## config.mk

```make
export PLATFORM = sky130hd
export DESIGN_NAME = mlp_lpi_ctrl
export DESIGN_NICKNAME = d
export VERILOG_FILES = /design/src/logic/mlp_pkg.sv /design/src/logic/mlp_lpi_ctrl.sv /design/src/logic/mlp_sync2.sv
export VERILOG_INCLUDE_DIRS = /design/src /design/src/logic
export SDC_FILE = /design/constraint.sdc
export NUM_CORES = 1
export LEC_CHECK = 0
export ABC_AREA = 1
export BUFFER_PORTS_ARGS = -buffer_cell sky130_fd_sc_hd__buf_2
export CORE_MARGIN = 1
export CORE_UTILIZATION = 60
export CTS_BUF_LIST = sky130_fd_sc_hd__clkbuf_8
export CTS_CLUSTER_DIAMETER = 120
export DETAILED_ROUTE_END_ITERATION = 8
export PLACE_DENSITY_LB_ADDON = 0.3
export SYNTH_ARGS = -nofsm -noshare
export SYNTH_HDL_FRONTEND = slang
export SYNTH_SLANG_ARGS = --single-unit
```

## constraint.sdc

```tcl
create_clock -name clock -period 3.48 [get_ports clock]
set_clock_uncertainty 0.05 [all_clocks]
set_input_delay 0.87 -clock clock [delete_from_list [all_inputs] [get_ports clock]]
set_output_delay 0.87 -clock clock [all_outputs]
set_load 0.05 [all_outputs]
```

## src/logic/mlp_defines.svh

```systemverilog
`ifndef MLP_DEFINES_SVH
`define MLP_DEFINES_SVH
// Register byte addresses
`define MLP_ADDR_CSR 8'h00
`define MLP_ADDR_TIMERS 8'h04
`define MLP_ADDR_CFG 8'h08
// Control and status fields
`define MLP_BIT_TX_ENTRY 0
`define MLP_BIT_TX_EXIT 1
`define MLP_BIT_RX_ENTRY 2
`define MLP_BIT_RX_EXIT 3
`define MLP_BIT_TX_STATE 8
`define MLP_BIT_RX_STATE 9
`define MLP_BIT_LP_ENABLE 16
`define MLP_BIT_LINK 17
`define MLP_BIT_AUTO 19
// Timers register fields
`define MLP_TW_LSB 0
`define MLP_TW_MSB 15
`define MLP_LS_LSB 16
`define MLP_LS_MSB 25
// Configuration fields
`define MLP_BIT_FULL_DUPLEX 0
`define MLP_BIT_MII_MODE 1
// Reset values
`define MLP_TW_RESET 16'h0000
`define MLP_LS_RESET 10'h3E8
// Line encodings
`define MLP_LPI_CODE 4'h1
`define MLP_IDLE_CODE 4'h0
// Tick units in ns, microseconds per millisecond and clock cycles
`define MLP_CLK_PERIOD_NS 50
`define MLP_US_NS 1000
`define MLP_MS_US 1000
`define MLP_US_CYCLES (`MLP_US_NS / `MLP_CLK_PERIOD_NS)
`endif

```

## src/logic/mlp_pkg.sv

```systemverilog
`default_nettype none
package mlp_pkg;
    typedef enum logic [1:0] {
        mlp_tx_norm,
        mlp_tx_lpi,
        mlp_tx_wake
    } mlp_tx_state_t;
endpackage : mlp_pkg
`default_nettype wire

```

## src/logic/mlp_lpi_ctrl.sv

```systemverilog
// Added by the designer: the placing of the registers and strobed register access.
`timescale 1ns/1ps
`default_nettype none
`include "mlp_defines.svh"
module mlp_lpi_ctrl
    import mlp_pkg::*;
#(
    parameter int TW_WIDTH = 16,
    parameter int LS_WIDTH = 10
) (
    input wire logic clock,
    input wire logic srst,
    input wire logic [7:0] reg_addr,
    input wire logic [31:0] reg_wdata,
    input wire logic reg_write,
    input wire logic reg_read,
    output logic [31:0] reg_rdata,
    input wire logic mac_tx_en,
    input wire logic mac_tx_er,
    input wire logic [3:0] mac_txd,
    output logic mac_tx_hold,
    input wire logic rx_clk,
    input wire logic rx_dv,
    input wire logic rx_er,
    input wire logic [3:0] rxd,
    output logic tx_en,
    output logic tx_er,
    output logic [3:0] txd,
    output logic irq,
    output logic lowpower_irq_out
);
    if (TW_WIDTH != 16 || LS_WIDTH != 10) begin : g_bad_width
        $error("mlp_lpi_ctrl: timer widths must be 16 and 10");
    end

    // Receive pins pass two flops; the receive clock is only sampled
    logic [6:0] rx_sync;
    mlp_sync2 #(.WIDTH(7)) u_rx_sync (
        .clock(clock),
        .srst(srst),
        .din({rx_clk, rx_dv, rx_er, rxd}),
        .dout(rx_sync)
    );
    logic rxc_s, rxc_q;
    logic rx_pat;
    assign rxc_s = rx_sync[6];
    assign rx_pat = rx_sync[5:4] == 2'b01 && rx_sync[3:0] == `MLP_LPI_CODE;
    logic rxc_rise;
    assign rxc_rise = rxc_s && !rxc_q;

    // Registers
    logic tx_lowpower_enable, phy_link_status, tx_lowpower_auto;
    logic full_duplex, mii_mode;
    logic [TW_WIDTH-1:0] wake_time_value;
    logic [LS_WIDTH-1:0] ls_limit;
    logic [3:0] flags;
    logic [31:0] rdata;
    logic [31:0] next_rdata;
    logic next_enable, next_link, next_auto, next_fd, next_mii;
    logic [TW_WIDTH-1:0] next_twt;
    logic [LS_WIDTH-1:0] next_ls_limit;
    logic [3:0] next_flags;

    // Block state
    mlp_tx_state_t tx_state, next_tx_state;
    logic rx_lpi, next_rx_lpi;
    logic [4:0] us_div, next_us_div;
    logic [9:0] ms_div, next_ms_div;
    logic [LS_WIDTH-1:0] link_up_timer, next_link_up_timer;
    logic [TW_WIDTH-1:0] wake_timer, next_wake_timer;
    logic us_tick, ms_tick;
    logic next_tx_en, next_tx_er;
    logic [3:0] next_txd;
    logic next_lp_irq, next_rxc_q;
    logic [3:0] ev;
    logic csr_rd;
    logic link_ok, allowed;

    assign us_tick = us_div == 5'(`MLP_US_CYCLES - 1);
    assign ms_tick = us_tick && ms_div == 10'(`MLP_MS_US - 1);
    assign link_ok = phy_link_status && link_up_timer >= ls_limit;
    assign allowed = full_duplex && mii_mode;

    always_comb begin
        next_tx_state = tx_state;
        next_wake_timer = wake_timer;
        next_link_up_timer = link_up_timer;
        next_us_div = us_tick ? 5'h0 : us_div + 5'h1;
        next_ms_div = us_div == 5'(`MLP_US_CYCLES - 1)
            ? (ms_tick ? 10'h0 : ms_div + 10'h1) : ms_div;
        ev = 4'h0;
        if (!phy_link_status) begin
            next_link_up_timer = '0;
            // Dividers rest while the link is down so the first millisecond is whole
            next_us_div = '0;
            next_ms_div = '0;
        end else if (ms_tick && !link_ok) begin
            next_link_up_timer = link_up_timer + 1'b1;
        end
        case (tx_state)
            mlp_tx_norm: begin
                // Entry waits for the frame in flight to end
                if (tx_lowpower_enable && allowed && link_ok && !mac_tx_en) begin
                    next_tx_state = mlp_tx_lpi;
                    ev[`MLP_BIT_TX_ENTRY] = 1'b1;
                end
            end
            mlp_tx_lpi: begin
                if (!tx_lowpower_enable || !allowed || !phy_link_status) begin
                    next_tx_state = mlp_tx_wake;
                    next_wake_timer = '0;
                    // Whole first wake microsecond; the saturated link timer loses nothing
                    next_us_div = '0;
                    ev[`MLP_BIT_TX_EXIT] = 1'b1;
                end
            end
            mlp_tx_wake: begin
                if (!phy_link_status || wake_timer >= wake_time_value) begin
                    next_tx_state = mlp_tx_norm;
                end else if (us_tick) begin
                    next_wake_timer = wake_timer + 1'b1;
                end
            end
            default: next_tx_state = mlp_tx_norm;
        endcase
        // Receive side follows the sampled pattern; a halted clock just freezes it
        next_rx_lpi = rx_pat;
        next_rxc_q = rxc_s;
        if (rx_pat && !rx_lpi) begin
            ev[`MLP_BIT_RX_ENTRY] = 1'b1;
        end
        if (!rx_pat && rx_lpi) begin
            ev[`MLP_BIT_RX_EXIT] = 1'b1;
        end
        // Receive-exit pulse is held until the next receive clock rise
        next_lp_irq = lowpower_irq_out;
        if (ev[`MLP_BIT_RX_EXIT]) begin
            next_lp_irq = 1'b1;
        end else if (rxc_rise) begin
            next_lp_irq = 1'b0;
        end
        // Line drive
        if (tx_state == mlp_tx_lpi) begin
            next_tx_en = 1'b0;
            next_tx_er = 1'b1;
            next_txd = `MLP_LPI_CODE;
        end else if (tx_state == mlp_tx_wake) begin
            next_tx_en = 1'b0;
            next_tx_er = 1'b0;
            next_txd = `MLP_IDLE_CODE;
        end else begin
            next_tx_en = mac_tx_en;
            next_tx_er = mac_tx_er;
            next_txd = mac_txd;
        end
    end

    // Register access; read of status clears flags, new events win
    assign csr_rd = reg_read && reg_addr == `MLP_ADDR_CSR;
    always_comb begin
        next_enable = tx_lowpower_enable;
        next_link = phy_link_status;
        next_auto = tx_lowpower_auto;
        next_fd = full_duplex;
        next_mii = mii_mode;
        next_twt = wake_time_value;
        next_ls_limit = ls_limit;
        next_flags = (csr_rd ? 4'h0 : flags) | ev;
        next_rdata = 32'h0000_0000;
        if (reg_write) begin
            case (reg_addr)
                `MLP_ADDR_CSR: begin
                    next_enable = reg_wdata[`MLP_BIT_LP_ENABLE];
                    next_link = reg_wdata[`MLP_BIT_LINK];
                    next_auto = reg_wdata[`MLP_BIT_AUTO];
                end
                `MLP_ADDR_TIMERS: begin
                    next_twt = reg_wdata[`MLP_TW_MSB:`MLP_TW_LSB];
                    next_ls_limit = reg_wdata[`MLP_LS_MSB:`MLP_LS_LSB];
                end
                `MLP_ADDR_CFG: begin
                    next_fd = reg_wdata[`MLP_BIT_FULL_DUPLEX];
                    next_mii = reg_wdata[`MLP_BIT_MII_MODE];
                end
                default: ;
            endcase
        end
        if (reg_read) begin
            case (reg_addr)
                `MLP_ADDR_CSR: begin
                    next_rdata[`MLP_BIT_RX_EXIT:`MLP_BIT_TX_ENTRY] = flags;
                    next_rdata[`MLP_BIT_TX_STATE] = tx_state == mlp_tx_lpi;
                    next_rdata[`MLP_BIT_RX_STATE] = rx_lpi;
                    next_rdata[`MLP_BIT_LP_ENABLE] = tx_lowpower_enable;
                    next_rdata[`MLP_BIT_LINK] = phy_link_status;
                    next_rdata[`MLP_BIT_AUTO] = tx_lowpower_auto;
                end
                `MLP_ADDR_TIMERS: begin
                    next_rdata[`MLP_TW_MSB:`MLP_TW_LSB] = wake_time_value;
                    next_rdata[`MLP_LS_MSB:`MLP_LS_LSB] = ls_limit;
                end
                `MLP_ADDR_CFG: begin
                    next_rdata[`MLP_BIT_FULL_DUPLEX] = full_duplex;
                    next_rdata[`MLP_BIT_MII_MODE] = mii_mode;
                end
                default: ;
            endcase
        end
    end

    always_ff @(posedge clock) begin
        if (srst) begin
            tx_state <= mlp_tx_norm;
            rx_lpi <= 1'b0;
            rxc_q <= 1'b0;
            us_div <= 5'h0;
            ms_div <= 10'h0;
            link_up_timer <= '0;
            wake_timer <= '0;
            tx_en <= 1'b0;
            tx_er <= 1'b0;
            txd <= `MLP_IDLE_CODE;
            lowpower_irq_out <= 1'b0;
            tx_lowpower_enable <= 1'b0;
            phy_link_status <= 1'b0;
            tx_lowpower_auto <= 1'b0;
            full_duplex <= 1'b0;
            mii_mode <= 1'b0;
            wake_time_value <= `MLP_TW_RESET;
            ls_limit <= `MLP_LS_RESET;
            flags <= 4'h0;
            reg_rdata <= 32'h0000_0000;
        end else begin
            tx_state <= next_tx_state;
            rx_lpi <= next_rx_lpi;
            rxc_q <= next_rxc_q;
            us_div <= next_us_div;
            ms_div <= next_ms_div;
            link_up_timer <= next_link_up_timer;
            wake_timer <= next_wake_timer;
            tx_en <= next_tx_en;
            tx_er <= next_tx_er;
            txd <= next_txd;
            lowpower_irq_out <= next_lp_irq;
            tx_lowpower_enable <= next_enable;
            phy_link_status <= next_link;
            tx_lowpower_auto <= next_auto;
            full_duplex <= next_fd;
            mii_mode <= next_mii;
            wake_time_value <= next_twt;
            ls_limit <= next_ls_limit;
            flags <= next_flags;
            reg_rdata <= next_rdata;
        end
    end

    // Hold-off tells the frame source to wait while idle pattern or wake runs
    assign mac_tx_hold = tx_state != mlp_tx_norm || (tx_lowpower_enable && allowed && link_ok);
    assign irq = |flags;

    a_entry_flag: assert property (@(posedge clock) disable iff (srst)
        tx_state == mlp_tx_norm && next_tx_state == mlp_tx_lpi |=> flags[`MLP_BIT_TX_ENTRY])
        else $error("entry flag not set");
    a_lpi_pattern: assert property (@(posedge clock) disable iff (srst)
        tx_state == mlp_tx_lpi |=> !tx_en && tx_er && txd == `MLP_LPI_CODE)
        else $error("bad low-power pattern");
    a_lpi_hold: assert property (@(posedge clock) disable iff (srst)
        tx_state == mlp_tx_lpi && $past(tx_state == mlp_tx_lpi) |=> $stable(txd) && tx_er)
        else $error("pattern changed");
    a_mode_gate: assert property (@(posedge clock) disable iff (srst)
        tx_state == mlp_tx_norm && !(full_duplex && mii_mode) |=> tx_state != mlp_tx_lpi)
        else $error("entry outside full duplex");
    a_link_gate: assert property (@(posedge clock) disable iff (srst)
        !phy_link_status |=> link_up_timer == '0)
        else $error("link timer not cleared");
    a_exit_flag: assert property (@(posedge clock) disable iff (srst)
        tx_state == mlp_tx_lpi && !tx_lowpower_enable |=> tx_state == mlp_tx_wake ##0 flags[`MLP_BIT_TX_EXIT])
        else $error("exit not flagged");
    a_wake_idle: assert property (@(posedge clock) disable iff (srst)
        tx_state == mlp_tx_wake |-> mac_tx_hold ##1 !tx_en)
        else $error("transmit during wake");
    a_rx_entry: assert property (@(posedge clock) disable iff (srst)
        rx_pat && !rx_lpi |=> flags[`MLP_BIT_RX_ENTRY] && irq)
        else $error("rx entry not flagged");
    a_rx_exit_irq: assert property (@(posedge clock) disable iff (srst)
        !rx_pat && rx_lpi |=> lowpower_irq_out && flags[`MLP_BIT_RX_EXIT])
        else $error("rx exit not signalled");
endmodule : mlp_lpi_ctrl
`default_nettype wire

```

## src/logic/mlp_sync2.sv

```systemverilog
`timescale 1ns/1ps
`default_nettype none
module mlp_sync2 #(
    parameter int WIDTH = 1
) (
    input wire logic clock,
    input wire logic srst,
    input wire logic [WIDTH-1:0] din,
    output logic [WIDTH-1:0] dout
);
    logic [WIDTH-1:0] stage1;
    logic [WIDTH-1:0] stage2;
    // First stage feeds only the second stage
    always_ff @(posedge clock) begin
        if (srst) begin
            stage1 <= '0;
            stage2 <= '0;
        end else begin
            stage1 <= din;
            stage2 <= stage1;
        end
    end
    assign dout = stage2;
endmodule : mlp_sync2
`default_nettype wire

```

==> impl_metrics.py, run 1 <==
metrics = {
    "outcome": {
        "status": "complete, no violations",
    },
    "sta": {
        "finalCriticalPeriod_ps": 3162,
        "drv_slew": 0,
        "rsz0062_at_grt": "no",
        "max_freq_mhz": 316.3,
        "timing.slew.headroom": 0.6055,
        "hold_ws_ps": 352.3,
        "fin_setup_tns_ps": 0,
        "tightest_slew_ps": 588.2,
        "period_share": 0.9086,
        "hold_viol": 0,
        "finalSetupViolCount": 0,
    },
    "pwr": {
        "intPower_uw": 2278,
        "peakVddDrop_uv": 285.3,
        "p_sw_frac": 0.2298,
        "p_sw_uw": 679.8,
        "power_frac_comb": 0.037,
        "power_uw": 2958,
        "leakage_uw": 0.002917,
        "power_frac_seq": 0.496,
        "clkPwrFrac": 0.467,
        "p_per_area_nw_per_um2": 452.0,
    },
    "clocking": {
        "cts_setup_buffers": 0,
        "hold_buffers": 0,
        "htree_levels": 4,
        "cts_sinks": 127,
        "cts_buffers": 17,
        "insertion_delay_ps": 440,
        "clockBufferDepth": 2,
        "cts_resized": 0,
        "cts_tree": "yes",
        "clkTransAtPathRegs_ps": 80,
        "clockRootBuffer": "clkbuf_8",
    },
    "critical_path": {
        "worstSetupEndpointType": "primary output",
        "r2r-end": "wake_timer[13]",
        "worst_r2r_startpoint": "wake_timer[0]",
        "reg2reg_depth": 16,
        "path_cells": "inv_1 > ha_1 > inv_1 > a21boi_0 > o21ai_0 > o2111ai_1 > nand2_1 > nand2_1 > buf_2",
        "critPathArrivalTime_ps": 2240,
        "critPathKind": "flop to primary output",
        "slowest_stage": "dfxtp_1",
        "cpPeakStageDelay_ps": 410,
        "ff2ff_setup_slack_ps": 880,
        "crit_path_start_kind": "flop",
        "worst_ep_required_time_ps": 2560,
        "cp_max_fo": 5,
    },
    "floorplan": {
        "design.core.area_um2": 9196,
        "die_area_um2": 9835,
        "die_w_um": 99.17,
        "rows": 35,
        "io_pins": 98,
        "die_y_um": 99.17,
        "start_util": 0.6161,
    },
    "final_layout": {
        "postLayoutCellArea_um2": 6544,
        "final_common_cell": "dfxtp_1",
        "antennaDiodeCount": 0,
        "fin_nets": 916,
        "area_growth_pct": 15.50,
        "final_cell_mix": "dfxtp_1, nor2_1, nand2_1, inv_1, buf_2",
        "drive_gt1_frac": 0.1558,
        "fin_util": 0.7116,
        "fill_cells": 740,
    },
    "synthesis": {
        "synth_edf_count": 0,
        "avgSynthCellArea_um2": 7.625,
        "synth_warnings": 0,
        "syn_inst": 743,
        "synth-async-reset-ratio": 0,
        "synth_area_um2": 5665,
        "synth_cell_types": 42,
        "ys_ff_latch": 127,
        "ys.flop_type": "dfxtp_1",
        "yosysSeqAreaShare": 0.4488,
    },
    "placed_design": {
        "dpl_cell_area_um2": 6118,
        "place_hpwl_mm": 9.211,
        "io_buffer_count": 85,
        "gp_congestion": 0.9215,
    },
    "global_routing": {
        "use_met3": 0.05481,
        "grt_max_degree": 39,
        "top_usage_layer": "met2",
        "grt_usage": 0.2755,
        "gr-usage-met1": 0.3339,
        "antenna_found_initial": 0,
        "overflow": 0,
        "grt_pass1_vias": 4972,
        "use_met2": 0.4599,
        "grt_pass1_wl_mm": 21.44,
    },
    "route": {
        "vias": 5231,
        "wl_per_cell_um": 13.64,
        "drt_iter0_markers": 313,
        "viasPerCell": 5.495,
        "drtPass1Iterations": 5,
        "drtAntennaViolNets": 0,
        "drc": 0,
        "wirelength_mm": 12.99,
    },
    "worst_hold_path": {
        "holdPathEnd": "u_rx_sync.dout[5]",
        "hold_start": "u_rx_sync.stage1[5]",
        "hold-path-cell-count": 2,
        "hp-class": "flop to flop",
    },
    "job": {
        "cap_viol_max_count": 0,
    },
}
-- area by class of cell --
cell class / count / area [um^2] / area share
Timing Repair Buffer: 88 / 447.9 / 0.06845
Inverter: 102 / 382.9 / 0.05851
Sequential cell: 127 / 2542 / 0.3885
Multi-Input combinational cell: 493 / 2606 / 0.3983
Clock inverter: 14 / 191.4 / 0.02925
Tap cell: 111 / 138.9 / 0.02122
Clock buffer: 17 / 234.0 / 0.03576
-- flip-flops by register name, summed over array words and instances, names as in the netlist, 2 cells and up --
name,flops
reg_rdata,26
wake_time_value,16
wake_timer,16
link_up_timer,10
ls_limit,10
ms_div,10
u_rx_sync.dout,7
u_rx_sync.stage1,7
us_div,5
flags,4
txd,4
tx_state,2
-- cell families after synthesis --
| logic type | after synthesis | synth area share |
|---|---|---|
| adder cells (fa/ha/maj) | 30 | 0.06625 |
| AND/OR/NAND/NOR | 309 | 0.2370 |
| buffers and inverters | 128 | 0.09452 |
| other | 1 | 0.0006619 |
| flip-flops | 127 | 0.4488 |
| AO/OA/AOI/OAI | 132 | 0.1281 |
| XOR/XNOR | 16 | 0.02474 |
-- power by group through the flow --
stage	sequential, uW	combinational [uW]	clock [uW]
after floorplan	1510	56.4	0
final	1470	109	1380
after detailed placement	1500	108	0
after CTS	1470	109	1390
after global placement	1500	106	0
after global routing	1470	120	1450
-- synth_stat cells (2+ instances only) --
master,instances,share of area
a21oi_1,67,0.059
buf_1,2,0.0013
buf_2,5,0.0044
buf_4,7,0.0093
buf_6,3,0.0060
clkbuf_1,9,0.0060
clkinv_1,2,0.0013
dfxtp_1,127,0.45
ha_1,30,0.066
inv_1,96,0.064
inv_2,4,0.0026
nand2_1,105,0.070
nand2_2,2,0.0022
nand3_1,55,0.049
nand3b_1,2,0.0026
nand4_1,14,0.015
nor2_1,111,0.074
nor2_2,2,0.0022
nor3_1,12,0.011
nor4_1,2,0.0022
o211ai_1,6,0.0079
o21ai_0,42,0.037
o21bai_1,2,0.0026
o22ai_1,2,0.0022
o32ai_1,3,0.0046
xnor2_1,8,0.012
xor2_1,8,0.012
-- how the worst max path moves through the flow --
stage	start	end	slack, ps	cells after the start
3_5_place_dp	srst	wake_time_value[15]	670	5
3_3_place_gp	reg_addr[1]	wake_time_value[4]	740	9
2_1_floorplan	ls_limit[9]	mac_tx_hold	1070	8
4_1_cts	link_up_timer[0]	mac_tx_hold	340	9
5_1_grt	ls_limit[9]	mac_tx_hold	200	9
6_report	link_up_timer[0]	mac_tx_hold	320	9
-- critical path, delay by kind of cell (launching register included) --
| family | cells | cell delay (ps) |
|---|---|---|
| and+or+nand+nor | 2 | 190 |
| DFF | 1 | 410 |
| adders and majority gates | 1 | 280 |
| buffers and inverters | 3 | 370 |
| AOI/OAI and AO/OA | 3 | 560 |
-- per-layer routing --
layer,share of wire,wire [um]
met2,0.48,6173
met5,0,0
met4,0.028,364
met1,0.43,5615
met3,0.064,832
-- stage by stage --
step	setup slack, ps	std cells
3_5_place_dp	670.9	921
3_3_place_gp	737.0	921
4_1_cts	341.6	952
6_report	318.1	952
2_1_floorplan	1068	748
5_1_grt	202.6	952
Note: power is estimated with default switching activity, not from simulation.
==> run 2: changes to the inputs <==
--- a/config.mk
+++ b/config.mk
@@ -9,7 +9,7 @@
 export ABC_AREA = 1
 export BUFFER_PORTS_ARGS = -buffer_cell sky130_fd_sc_hd__buf_2
 export CORE_MARGIN = 1
-export CORE_UTILIZATION = 60
+export CORE_UTILIZATION = 33
 export CTS_BUF_LIST = sky130_fd_sc_hd__clkbuf_8
 export CTS_CLUSTER_DIAMETER = 120
 export DETAILED_ROUTE_END_ITERATION = 8
==> run 2 against run 1 <==
Net effect:
- clock power decreased by 11%
- first-iteration DRC count is 2.2% lower
- flip-flop and latch count unchanged
- setup slack got worse by 61 ps
- combinational power is essentially flat
- design area is 1.4% higher
- wire length shrank 0.85%
- non-clock buffer count unchanged
- sequential share of layout area decreased by 0.53 points
- critical path type unchanged
==> impl_metrics.py, run 2 (synthesis results as in run 1) <==
metrics = {
    "outcome": {
        "status": "complete, no violations",
    },
    "clocking": {
        "hold_buffers": 0,
        "insertion_delay_ps": 440,
        "clockBufferDepth": 2,
        "clkTransAtPathRegs_ps": 80,
        "cts_tree": "yes",
        "cts_setup_buffers": 0,
        "cts_buffers": 17,
        "cts_sinks": 127,
        "cts_resized": 0,
        "clockRootBuffer": "clkbuf_8",
        "htree_levels": 4,
    },
    "job": {
        "cap_viol_max_count": 0,
    },
    "critical_path": {
        "critPathKind": "flop to primary output",
        "cpPeakStageDelay_ps": 400,
        "slowest_stage": "dfxtp_1",
        "critPathArrivalTime_ps": 2300,
        "worst_ep_required_time_ps": 2560,
        "worstSetupEndpointType": "primary output",
        "cp_max_fo": 5,
        "reg2reg_depth": 15,
        "crit_path_start_kind": "flop",
        "worst_r2r_startpoint": "wake_timer[3]",
        "r2r-end": "wake_timer[11]",
        "path_cells": "inv_1 > ha_1 > inv_1 > a21boi_0 > o21ai_0 > o2111ai_1 > nand2_1 > nand2_1 > buf_2",
        "ff2ff_setup_slack_ps": 930,
    },
    "sta": {
        "max_freq_mhz": 310.3,
        "timing.slew.headroom": 0.5952,
        "finalSetupViolCount": 0,
        "tightest_slew_ps": 606.2,
        "fin_setup_tns_ps": 0,
        "drv_slew": 0,
        "period_share": 0.9260,
        "rsz0062_at_grt": "no",
        "hold_viol": 0,
        "layout_setup_ws_ps": 257.5,
        "finalCriticalPeriod_ps": 3223,
    },
    "worst_hold_path": {
        "hold_start": "u_rx_sync.stage1[2]",
        "holdPathEnd": "u_rx_sync.dout[2]",
        "hp-class": "flop to flop",
        "hold-path-cell-count": 2,
    },
    "placed_design": {
        "io_buffer_count": 85,
        "dp_cells": 1030,
        "place_ws_ps": 607.0,
        "place_hpwl_mm": 9.197,
        "gp_congestion": 0.8306,
        "dpl_cell_area_um2": 6255,
    },
    "route": {
        "vias": 4816,
        "wirelength_mm": 12.87,
        "wl_per_cell_um": 12.12,
        "drtAntennaViolNets": 0,
        "viasPerCell": 4.535,
        "drc": 0,
        "drtPass1Iterations": 5,
        "drt_iter0_markers": 306,
    },
    "final_layout": {
        "postLayoutCellArea_um2": 6634,
        "regMostFlops": "reg_rdata",
        "final_common_cell": "dfxtp_1",
        "area_growth_pct": 17.09,
        "stdcell_count": 1062,
        "antennaDiodeCount": 0,
        "fill_cells": 1750,
        "largest_reg_flops": 26,
        "final_cell_mix": "dfxtp_1, nor2_1, nand2_1, inv_1, buf_2",
        "drive_gt1_frac": 0.1580,
        "largestRegisters": "reg_rdata: 26 flops, wake_time_value: 16 flops, wake_timer: 16 flops",
        "fin_nets": 916,
    },
    "pwr": {
        "p_per_area_nw_per_um2": 422.4,
        "p_sw_frac": 0.2398,
        "leakage_uw": 0.002891,
        "p_sw_uw": 672.0,
        "clkPwrFrac": 0.437,
        "power_frac_seq": 0.524,
        "power_frac_comb": 0.039,
        "peakVddDrop_uv": 230.9,
        "intPower_uw": 2130,
    },
    "global_routing": {
        "antenna_found_initial": 0,
        "grt_usage": 0.1567,
        "grt_max_degree": 45,
        "grt_pass1_wl_mm": 21.81,
        "overflow": 0,
        "grt_pass1_vias": 4505,
    },
    "floorplan": {
        "design.core.area_um2": 16700,
        "rows": 47,
        "die_w_um": 133.0,
        "die_area_um2": 17700,
        "io_pins": 98,
        "start_util": 0.3392,
        "die_y_um": 133.0,
    },
}
## run 2: critical path, delay by kind of cell (launching register included)
family	cells	cell delay, ps
simple gates	2	230
fa+ha+maj	1	270
compound gates	3	590
buf+inv	3	380
flops	1	400
## run 2: worst max path at each step
stage	startpoint	end	slack, ps	cells past startpoint
2_1_floorplan	ls_limit[9]	mac_tx_hold	1070	8
3_3_place_gp	reg_addr[1]	wake_time_value[6]	650	9
3_5_place_dp	reg_addr[1]	wake_time_value[9]	610	9
4_1_cts	ls_limit[9]	mac_tx_hold	210	9
5_1_grt	ls_limit[5]	mac_tx_hold	60	9
6_report	link_up_timer[0]	mac_tx_hold	260	9
## run 2: layer usage
layer	part of all wire	GRT usage
met1	0.51	0.2093
met2	0.42	0.2350
met3	0.053	0.04253
met4	0.017	0.06897
met5	0	0
## run 2: per-stage QoR
stage               utilization  hold WS [ps]  total power, uW
floorplan                     -         338.3             1571
global placement         0.3745         340.0             1611
detailed placement       0.3745         341.6             1611
CTS                      0.3972         351.9             2845
global route             0.3972         367.9             2915
finish                   0.3972         350.9             2802
## run 2: cell type report
type	count	area [um^2]	share of cell area
Clock inverter	15	145.1	0.02188
Sequential cell	127	2542	0.3833
Clock buffer	17	234.0	0.03527
Inverter	102	382.9	0.05771
Tap cell	220	275.3	0.04149
Multi-Input combinational cell	493	2606	0.3929
Timing Repair Buffer	88	447.9	0.06752
## run 2: power groups by stage
stage / logic (uW) / registers [uW] / clock network [uW]
finish: 109 / 1470 / 1230
global route: 122 / 1470 / 1330
CTS: 110 / 1470 / 1270
detailed placement: 110 / 1500 / 0
global placement: 110 / 1500 / 0
floorplan: 56.4 / 1510 / 0
